$ cat src/rtl/spix_pkg.sv
// Constants shared by the serial port status and select control block.
// Assumes it is compiled ahead of every other file of the block.
package spix_pkg;

    // Slave-select mode field encodings
    localparam logic [1:0] SSM_THREE_WIRE = 2'h0;
    localparam logic [1:0] SSM_FOUR_WIRE  = 2'h1;
    localparam int         SSM_SINGLE_BIT = 1;     // Upper bit set: single master
    localparam int         SSM_LOW_BIT    = 0;     // Low bit drives pin in single master

    // Data widths and buffer shape
    localparam int         DATA_W         = 8;
    localparam int         TX_DEPTH       = 2;

    // Reset values
    localparam logic [7:0] DATA_RST       = 8'h00;
    localparam logic       FLAG_RST       = 1'b0;
    localparam logic       SYNC_RST       = 1'b1;  // Select pin idles high

    // Transmit buffer pointer width
    localparam int         PTR_W          = 1;

endpackage

$ cat src/rtl/spix_stream_if.sv
// Valid/ready byte stream into the transmit buffer from the core write port and out of it to the shift engine.
// Assumes source and sink share one clock.
`timescale 1ns/10ps
interface spix_stream_if;
    logic                          valid;
    logic                          ready;
    logic [spix_pkg::DATA_W-1:0]   data;

    modport src (output valid, output data, input ready);
    modport snk (input valid, input data, output ready);
endinterface

$ cat src/rtl/spix_status_ctrl.sv
// Status flags, transmit/receive buffers and slave-select control of a serial port.
// Assumes a shift engine on the same clock signals loads and last-bit events.
`timescale 1ns/10ps
module spix_status_ctrl
(
    // Clock and reset
    input  wire logic        ref_clk_in,
    input  wire logic        resetn_in,
    // Core data port
    input  wire logic        data_wr_in,
    input  wire logic [7:0]  data_wdata_in,
    output logic             data_wr_ready_out,
    input  wire logic        data_rd_in,
    output logic [7:0]       serial_data_buffer_out,
    // Control bits
    input  wire logic        master_enable_bit_in,
    input  wire logic [1:0]  slave_select_mode_in,
    input  wire logic        int_enable_in,
    input  wire logic        mode_fault_clr_in,
    input  wire logic        receive_overrun_clr_in,
    // Status bits
    output logic             mode_fault_flag_out,
    output logic             receive_overrun_flag_out,
    output logic             transmit_buffer_empty_out,
    output logic             int_req_out,
    // Shift engine side
    output logic             xfer_start_out,
    output logic             tx_valid_out,
    output logic [7:0]       tx_data_out,
    input  wire logic        tx_load_in,
    input  wire logic        last_bit_in,
    input  wire logic [7:0]  rx_data_in,
    output logic             slave_selected_out,
    // Slave-select pin
    input  wire logic        slave_select_pin_in,
    output logic             slave_select_pin_out,
    output logic             slave_select_pin_oe_n_out
);

    logic       ss_meta_q;
    logic       ss_sync_q;
    logic       mode_fault_q;
    logic       overrun_q;
    logic       rx_full_q;
    logic [7:0] rx_buf_q;
    logic       start_q;
    logic       tx_empty;
    logic       four_wire;
    logic       single_master;
    logic       fault_event;
    logic       overrun_event;
    logic       wr_accept;

    spix_stream_if wr_if ();
    spix_stream_if tx_if ();

    // Select pin synchroniser
    always_ff @(posedge ref_clk_in or negedge resetn_in)
    begin
        if (!resetn_in)
        begin
            ss_meta_q <= spix_pkg::SYNC_RST;
            ss_sync_q <= spix_pkg::SYNC_RST;
        end
        else
        begin
            ss_meta_q <= slave_select_pin_in;
            ss_sync_q <= ss_meta_q;
        end
    end

    // Mode decode
    assign four_wire     = (slave_select_mode_in == spix_pkg::SSM_FOUR_WIRE);
    assign single_master = slave_select_mode_in[spix_pkg::SSM_SINGLE_BIT];

    // Select pin drive: only single master mode drives it
    assign slave_select_pin_out      = single_master
                                       ? slave_select_mode_in[spix_pkg::SSM_LOW_BIT]
                                       : 1'b1;
    assign slave_select_pin_oe_n_out = !single_master;

    // Slave is selected by a low pin in four-wire, always in three-wire
    assign slave_selected_out = four_wire ? !ss_sync_q
                                          : (slave_select_mode_in == spix_pkg::SSM_THREE_WIRE);

    // Detection terms
    assign fault_event   = !ss_sync_q && master_enable_bit_in && four_wire;
    assign overrun_event = last_bit_in && rx_full_q && !master_enable_bit_in;

    // Mode fault flag, set wins over clear
    always_ff @(posedge ref_clk_in or negedge resetn_in)
    begin
        if (!resetn_in)
        begin
            mode_fault_q <= spix_pkg::FLAG_RST;
        end
        else if (fault_event)
        begin
            mode_fault_q <= 1'b1;
        end
        else if (mode_fault_clr_in)
        begin
            mode_fault_q <= 1'b0;
        end
    end

    // Receive overrun flag, set wins over clear
    always_ff @(posedge ref_clk_in or negedge resetn_in)
    begin
        if (!resetn_in)
        begin
            overrun_q <= spix_pkg::FLAG_RST;
        end
        else if (overrun_event)
        begin
            overrun_q <= 1'b1;
        end
        else if (receive_overrun_clr_in)
        begin
            overrun_q <= 1'b0;
        end
    end

    // Receive buffer and its unread marker; a new byte wins over a same-cycle read
    always_ff @(posedge ref_clk_in or negedge resetn_in)
    begin
        if (!resetn_in)
        begin
            rx_buf_q  <= spix_pkg::DATA_RST;
            rx_full_q <= spix_pkg::FLAG_RST;
        end
        else if (last_bit_in)
        begin
            rx_buf_q  <= rx_data_in;
            rx_full_q <= 1'b1;
        end
        else if (data_rd_in)
        begin
            rx_full_q <= 1'b0;
        end
    end

    // Read data returns receive buffer
    assign serial_data_buffer_out = rx_buf_q;

    // Core writes enter the transmit buffer
    assign wr_if.valid       = data_wr_in;
    assign wr_if.data        = data_wdata_in;
    assign data_wr_ready_out = wr_if.ready;
    assign wr_accept         = data_wr_in && wr_if.ready;

    // Transfer start pulse for master writes
    always_ff @(posedge ref_clk_in or negedge resetn_in)
    begin
        if (!resetn_in)
        begin
            start_q <= spix_pkg::FLAG_RST;
        end
        else
        begin
            start_q <= wr_accept && master_enable_bit_in;
        end
    end
    assign xfer_start_out = start_q;

    // Transmit buffer instance; shift engine load drains it
    spix_tx_buffer u_tx_buffer
    (
        .ref_clk_in (ref_clk_in),
        .resetn_in  (resetn_in),
        .fill       (wr_if.snk),
        .drain      (tx_if.src),
        .empty_out  (tx_empty)
    );

    assign tx_valid_out              = tx_if.valid;
    assign tx_data_out               = tx_if.data;
    assign tx_if.ready               = tx_load_in;
    assign transmit_buffer_empty_out = tx_empty;

    // Flags and interrupt request
    assign mode_fault_flag_out      = mode_fault_q;
    assign receive_overrun_flag_out = overrun_q;
    assign int_req_out = int_enable_in && (mode_fault_q || overrun_q);

    // Mode fault follows its cause and holds until cleared
    mode_fault_set_a: assert property (@(posedge ref_clk_in) disable iff (!resetn_in)
        fault_event |=> mode_fault_flag_out)
        else $error("mode fault not set by select low in master four-wire");

    mode_fault_hold_a: assert property (@(posedge ref_clk_in) disable iff (!resetn_in)
        mode_fault_flag_out && !mode_fault_clr_in |=> mode_fault_flag_out)
        else $error("mode fault dropped without clear");

    overrun_set_a: assert property (@(posedge ref_clk_in) disable iff (!resetn_in)
        last_bit_in && rx_full_q && !master_enable_bit_in
        |=> receive_overrun_flag_out)
        else $error("overrun not set on unread receive buffer");

    overrun_master_a: assert property (@(posedge ref_clk_in) disable iff (!resetn_in)
        !receive_overrun_flag_out && master_enable_bit_in
        |=> !receive_overrun_flag_out)
        else $error("overrun set while master");

    select_drive_a: assert property (@(posedge ref_clk_in) disable iff (!resetn_in)
        slave_select_mode_in[1] |-> !slave_select_pin_oe_n_out
        && slave_select_pin_out == slave_select_mode_in[0])
        else $error("select pin drive wrong for single master");

    tx_empty_clear_a: assert property (@(posedge ref_clk_in) disable iff (!resetn_in)
        wr_accept && !tx_load_in |=> !transmit_buffer_empty_out)
        else $error("transmit empty not cleared by write");

    tx_empty_set_a: assert property (@(posedge ref_clk_in) disable iff (!resetn_in)
        tx_valid_out && tx_load_in && !wr_accept
        && data_wr_ready_out |=> transmit_buffer_empty_out)
        else $error("transmit empty not set after load");

    master_start_a: assert property (@(posedge ref_clk_in) disable iff (!resetn_in)
        wr_accept && master_enable_bit_in |=> xfer_start_out
        ##1 (!xfer_start_out || $past(wr_accept && master_enable_bit_in)))
        else $error("master write did not start transfer");

    read_data_a: assert property (@(posedge ref_clk_in) disable iff (!resetn_in)
        last_bit_in |=> serial_data_buffer_out == $past(rx_data_in))
        else $error("read data not the received byte");

    int_level_a: assert property (@(posedge ref_clk_in) disable iff (!resetn_in)
        int_req_out == (int_enable_in
        && (mode_fault_flag_out || receive_overrun_flag_out)))
        else $error("interrupt request does not follow flags");

endmodule

$ cat src/rtl/spix_tx_buffer.sv
// Two-entry transmit buffer with valid/ready on both sides.
// Assumes one clock and an asynchronous active-low reset.
`timescale 1ns/10ps
module spix_tx_buffer
(
    // Clock and reset
    input  wire logic   ref_clk_in,
    input  wire logic   resetn_in,
    // Filling side
    spix_stream_if.snk  fill,
    // Draining side
    spix_stream_if.src  drain,
    // Status
    output logic        empty_out
);

    logic [spix_pkg::DATA_W-1:0] mem_q [spix_pkg::TX_DEPTH];
    logic [spix_pkg::PTR_W-1:0]  wr_ptr_q;
    logic [spix_pkg::PTR_W-1:0]  rd_ptr_q;
    logic [spix_pkg::PTR_W:0]    count_q;
    logic                        push;
    logic                        pop;

    // Honest full and empty from the occupancy count
    assign fill.ready  = (count_q != 2'(spix_pkg::TX_DEPTH));
    assign drain.valid = (count_q != 2'h0);
    assign drain.data  = mem_q[rd_ptr_q];
    assign empty_out   = (count_q == 2'h0);
    assign push        = fill.valid && fill.ready;
    assign pop         = drain.valid && drain.ready;

    // Storage write
    always_ff @(posedge ref_clk_in or negedge resetn_in)
    begin
        if (!resetn_in)
        begin
            mem_q[0] <= spix_pkg::DATA_RST;
            mem_q[1] <= spix_pkg::DATA_RST;
        end
        else if (push)
        begin
            mem_q[wr_ptr_q] <= fill.data;
        end
    end

    // Pointers and occupancy
    always_ff @(posedge ref_clk_in or negedge resetn_in)
    begin
        if (!resetn_in)
        begin
            wr_ptr_q <= 1'h0;
            rd_ptr_q <= 1'h0;
            count_q  <= 2'h0;
        end
        else
        begin
            if (push)
            begin
                wr_ptr_q <= wr_ptr_q + 1'h1;
            end
            if (pop)
            begin
                rd_ptr_q <= rd_ptr_q + 1'h1;
            end
            if (push && !pop)
            begin
                count_q <= count_q + 2'h1;
            end
            else if (pop && !push)
            begin
                count_q <= count_q - 2'h1;
            end
        end
    end

    // Occupancy never passes the depth
    count_bound_a: assert property (@(posedge ref_clk_in) disable iff (!resetn_in)
        count_q <= 2'(spix_pkg::TX_DEPTH))
        else $error("transmit buffer count above depth");

endmodule

$ cat config.mk
export PLATFORM = sky130hd
export DESIGN_NAME = spix_status_ctrl
export DESIGN_NICKNAME = d
export VERILOG_FILES = /design/src/rtl/spix_pkg.sv /design/src/rtl/spix_stream_if.sv /design/src/rtl/spix_status_ctrl.sv /design/src/rtl/spix_tx_buffer.sv
export SDC_FILE = /design/constraint.sdc
export NUM_CORES = 1
export LEC_CHECK = 0
export BUFFER_PORTS_ARGS = -buffer_cell sky130_fd_sc_hd__buf_2
export CORE_MARGIN = 4
export CORE_UTILIZATION = 52
export DETAILED_ROUTE_END_ITERATION = 6
export PLACE_DENSITY_LB_ADDON = 0.1
export SLEW_MARGIN = 0
export SYNTH_ARGS = -nofsm -noshare
export SYNTH_HDL_FRONTEND = slang
export SYNTH_SLANG_ARGS = --single-unit
$ cat constraint.sdc
create_clock -name ref_clk_in -period 2.58 [get_ports ref_clk_in]
set_clock_uncertainty 0.15 [all_clocks]
set_input_delay 0.387 -clock ref_clk_in [delete_from_list [all_inputs] [get_ports ref_clk_in]]
set_output_delay 0.387 -clock ref_clk_in [all_outputs]
set_load 0.05 [all_outputs]
==> qor.log <==
INFO  global_routing global_route_wire_length_before_repair=4230um
INFO  worst_hold_path hold_path.class=in -> reg
INFO  clock_tree     post-cts-setup-buffers=0
INFO  clock_tree     tritoncts.num_buffers=5
INFO  die            top_level_ports=55
INFO  route          post_drt_via_cell_ratio=4.98
INFO  synthesis      ys_top_cells_by_count=sky130_fd_sc_hd__dfrtp_1, sky130_fd_sc_hd__mux2_2, sky130_fd_sc_hd__mux2_4
INFO  global_routing via_count_of_the_first_global_routing_pass=930
INFO  synthesis      synth_area_per_cell=15.4squm
INFO  synthesis      synth.area.top_cells=sky130_fd_sc_hd__dfrtp_1, sky130_fd_sc_hd__mux2_4, sky130_fd_sc_hd__mux2_2
INFO  synthesis      mappedNetlistArea=1490squm
INFO  route          route.vias.total=936
INFO  clock_tree     ctsResizeCount=0
INFO  global_routing track_usage=15.8%
INFO  clock_tree     clk_latency=0.33ns
INFO  pwr            pwr-share-comb=52.2%
INFO  die            floorplan.die.height=61.6um
INFO  setup_path     timing.critical_path.required=2.04ns
INFO  sta            final_max_slew_viol_count=0
INFO  sta            worstMarginPinSlew=0.728ns
INFO  sta            setup_viol=0
INFO  sta            timing.max_slew.rel_slack=51.5%
INFO  synthesis      edff_count_synth=0
INFO  setup_path     worst_path_dominant_cell_family=flip-flops
INFO  sta            fin_setup_tns=0ns
INFO  layout         layout.nets=186
INFO  sta            report.final.hold_viol_count=0
INFO  placement      detailedPlacementHpwl=1990um
INFO  setup_path     critical_path.max_stage_delay=0.61ns
INFO  route          drt_pass1_iterations=2
INFO  synthesis      synthesis.yosys.warnings=0
INFO  pwr            switching_share=43.8%
INFO  clock_tree     cts.clk_slew.worst_paths=0.10ns
INFO  layout         finish.cell_count_without_fillers=188
INFO  layout         antenna_cells_inserted=0
INFO  clock_tree     cts_max_level=2
INFO  die            row_count=19
INFO  die            core_area=2760squm
INFO  synthesis      library_cell_with_the_highest_instance_count_after_synthesis=sky130_fd_sc_hd__dfrtp_1
INFO  setup_path     cp_num_buf_inv=1
INFO  pwr            power.clock.fraction=12.5%
INFO  sta            maximum_achievable_frequency=482MHz
INFO  pwr            irDropWorstVdd=0.00112V
INFO  synthesis      synth_cell_types=25
INFO  sta            layout_min_cycle_time=2.08ns
INFO  setup_path     worst_path_arrival=1.54ns
INFO  setup_path     largest_fanout_of_any_net_on_the_critical_path=9
INFO  placement      place_ws=0.850ns
INFO  layout         fin_area=1850squm
INFO  setup_path     endpoint_kind=output pin
INFO  placement      placed_standard_cell_area=1770squm
INFO  synthesis      ys_dominant_reg_cell=sky130_fd_sc_hd__dfrtp_1
INFO  synthesis      post-synth-top-area-fraction=53.6%
INFO  route          post_drt_wl_per_cell=14.3um
INFO  sta            timing.final.crit_share=80.4%
INFO  clock_tree     cts_sinks=34
INFO  global_routing grt_max_degree=35
INFO  synthesis      ys_seq_elements=34
INFO  setup_path     sequence_of_cells_on_the_critical_path=mux2_2, buf_2
INFO  clock_tree     holdBufCountCts=2
INFO  global_routing number_of_antenna_violations_at_the_first_check_in_global_routing=0
INFO  route          totalWireLength=2700um
INFO  die            die_w=61.6um
INFO  synthesis      synth-seq-area-share=57.1%
INFO  job            maxCapViolations=0
INFO  sta            finalWorstSetupSlack=0.505ns
INFO  pwr            p_seq_share=35.3%
INFO  layout         syn_to_final_growth=23.9%
INFO  clock_tree     tritoncts=done
INFO  pwr            power.density=1310nW/um^2
INFO  setup_path     crit_path_top_delay_cell=sky130_fd_sc_hd__dfrtp_1
INFO  synthesis      async_reset_ff_share=100%
INFO  die            die_area=3790squm
INFO  route          antenna_violating_nets_post_route=0
INFO  status         run_status=completed
INFO  route          drc=0
INFO  placement      post-place-cells=178
INFO  layout         final_layout_size_suffix_gt1_share=63.7%
INFO  clock_tree     root_buffer=sky130_fd_sc_hd__clkbuf_4
INFO  route          dr.first_iter.drc_count=15
INFO  synthesis      syn_inst=97
INFO  placement      io_buffers=54
INFO  sta            setup_repair_after_global_routing_missed_its_margin=false
INFO  setup_path     timing.setup.critical_path_class=reg -> out
INFO  pwr            switching_power=1.06mW
INFO  placement      gp_routability_congestion=0.672
INFO  pwr            cellInternalPower=1.36mW
INFO  global_routing gr-total-overflow=0
INFO  clock_tree     clock_tree.buffer_depth=2
INFO  layout         fillers=224
INFO  synthesis      synth.net_count=127
INFO  synthesis      synthDominantAreaCellType=sky130_fd_sc_hd__dfrtp_1
INFO  die            floorplan.initialDensity=54.2%
INFO  pwr            total_leakage_power=0.943nW
INFO  setup_path     setup.worst_path.start_class=flip-flop
-- logic make-up (layout without fill, tap and decap cells) --
family                   count (synthesis)  in the layout  share of synthesized area, %
adder cells (fa/ha/maj)                  1              1                         0.837
flip-flops                              34             34                          57.1
buffers and inverters                    9             69                          3.43
multiplexers                            32             32                          28.1
XOR/XNOR                                 5              5                          2.93
AND/OR/NAND/NOR                         11             11                          5.44
AO/OA/AOI/OAI                            5              5                          2.09
-- layout by cell type (no fill, tap or decap), types with 2 or more instances in the layout --
| cell | instances |
|---|---|
| sky130_fd_sc_hd__inv_1 | 5 |
| sky130_fd_sc_hd__buf_2 | 54 |
| sky130_fd_sc_hd__dlygate4sd3_1 | 2 |
| sky130_fd_sc_hd__nand2_1 | 2 |
| sky130_fd_sc_hd__dfrtp_1 | 32 |
| sky130_fd_sc_hd__xnor2_1 | 2 |
| sky130_fd_sc_hd__xor2_1 | 3 |
| sky130_fd_sc_hd__mux2_2 | 16 |
| sky130_fd_sc_hd__mux2_4 | 16 |
| sky130_fd_sc_hd__dfstp_2 | 2 |
| sky130_fd_sc_hd__clkbuf_4 | 5 |
-- power groups by stage --
stage	sequential [mW]	clock, mW	combinational [mW]
final	0.856	0.302	1.27
after global routing	0.881	0.340	1.35
after floorplan	0.869	0	1.04
after detailed placement	0.865	0	1.27
after global placement	0.857	0	1.25
after CTS	0.859	0.316	1.28
-- per-layer routing --
metal | vias to the layer above | GRT usage [%] | routed length [um]
li1 | 450 | - | -
met1 | 448 | 20.8 | 1160
met2 | 34 | 24.1 | 1270
met3 | 4 | 6.50 | 240
met4 | 0 | 4.55 | 29
met5 | - | 0 | 0
-- area by class of cell --
cell class                 count  area [sq um]  share of cell area (%)
clock buffer                   7          55.1                    2.97
clock inverter                 1          5.00                   0.270
sequential                    34           853                    46.1
timing repair buffer          56           290                    15.7
tap                           31          38.8                    2.10
inverter                       5          18.8                    1.01
multi-input combinational     54           589                    31.8
-- registers in the layout, summed over array words and instances (netlist names) --
| name | count |
|---|---|
| ss_sync_q | 1 |
| ss_meta_q | 1 |
| u_tx_buffer.rd_ptr_q | 1 |
| u_tx_buffer.count_q | 2 |
| u_tx_buffer.mem_q | 16 |
| mode_fault_flag_out | 1 |
| rx_full_q | 1 |
| receive_overrun_flag_out | 1 |
| xfer_start_out | 1 |
| u_tx_buffer.wr_ptr_q | 1 |
| serial_data_buffer_out | 8 |
-- stage by stage --
step	total power [mW]	hold WS (ns)	util, %
2_1_floorplan	1.91	-0.0586	-
3_3_place_gp	2.11	0.197	64.2
3_5_place_dp	2.14	0.199	64.2
4_1_cts	2.46	0.0761	67.1
5_1_grt	2.57	0.0747	67.1
6_report	2.43	0.0916	67.1
-- path summary, 6_finish.rpt --
kind / startpoint / end / slack [ns] / cells past startpoint
max: u_tx_buffer.rd_ptr_q / tx_data_out[7] / 0.50 / 2
min: receive_overrun_clr_in / receive_overrun_flag_out / 0.09 / 2
max reg2reg: u_tx_buffer.count_q[0] / u_tx_buffer.mem_q[13] / 0.90 / 3
min reg2reg: ss_meta_q / ss_sync_q / 0.21 / 0
max in group asynchronous: resetn_in / receive_overrun_flag_out / 1.33 / 2
min in group asynchronous: resetn_in / u_tx_buffer.mem_q[3] / 0.49 / 2
No activity file was read; power rests on OpenSTA's default activity.
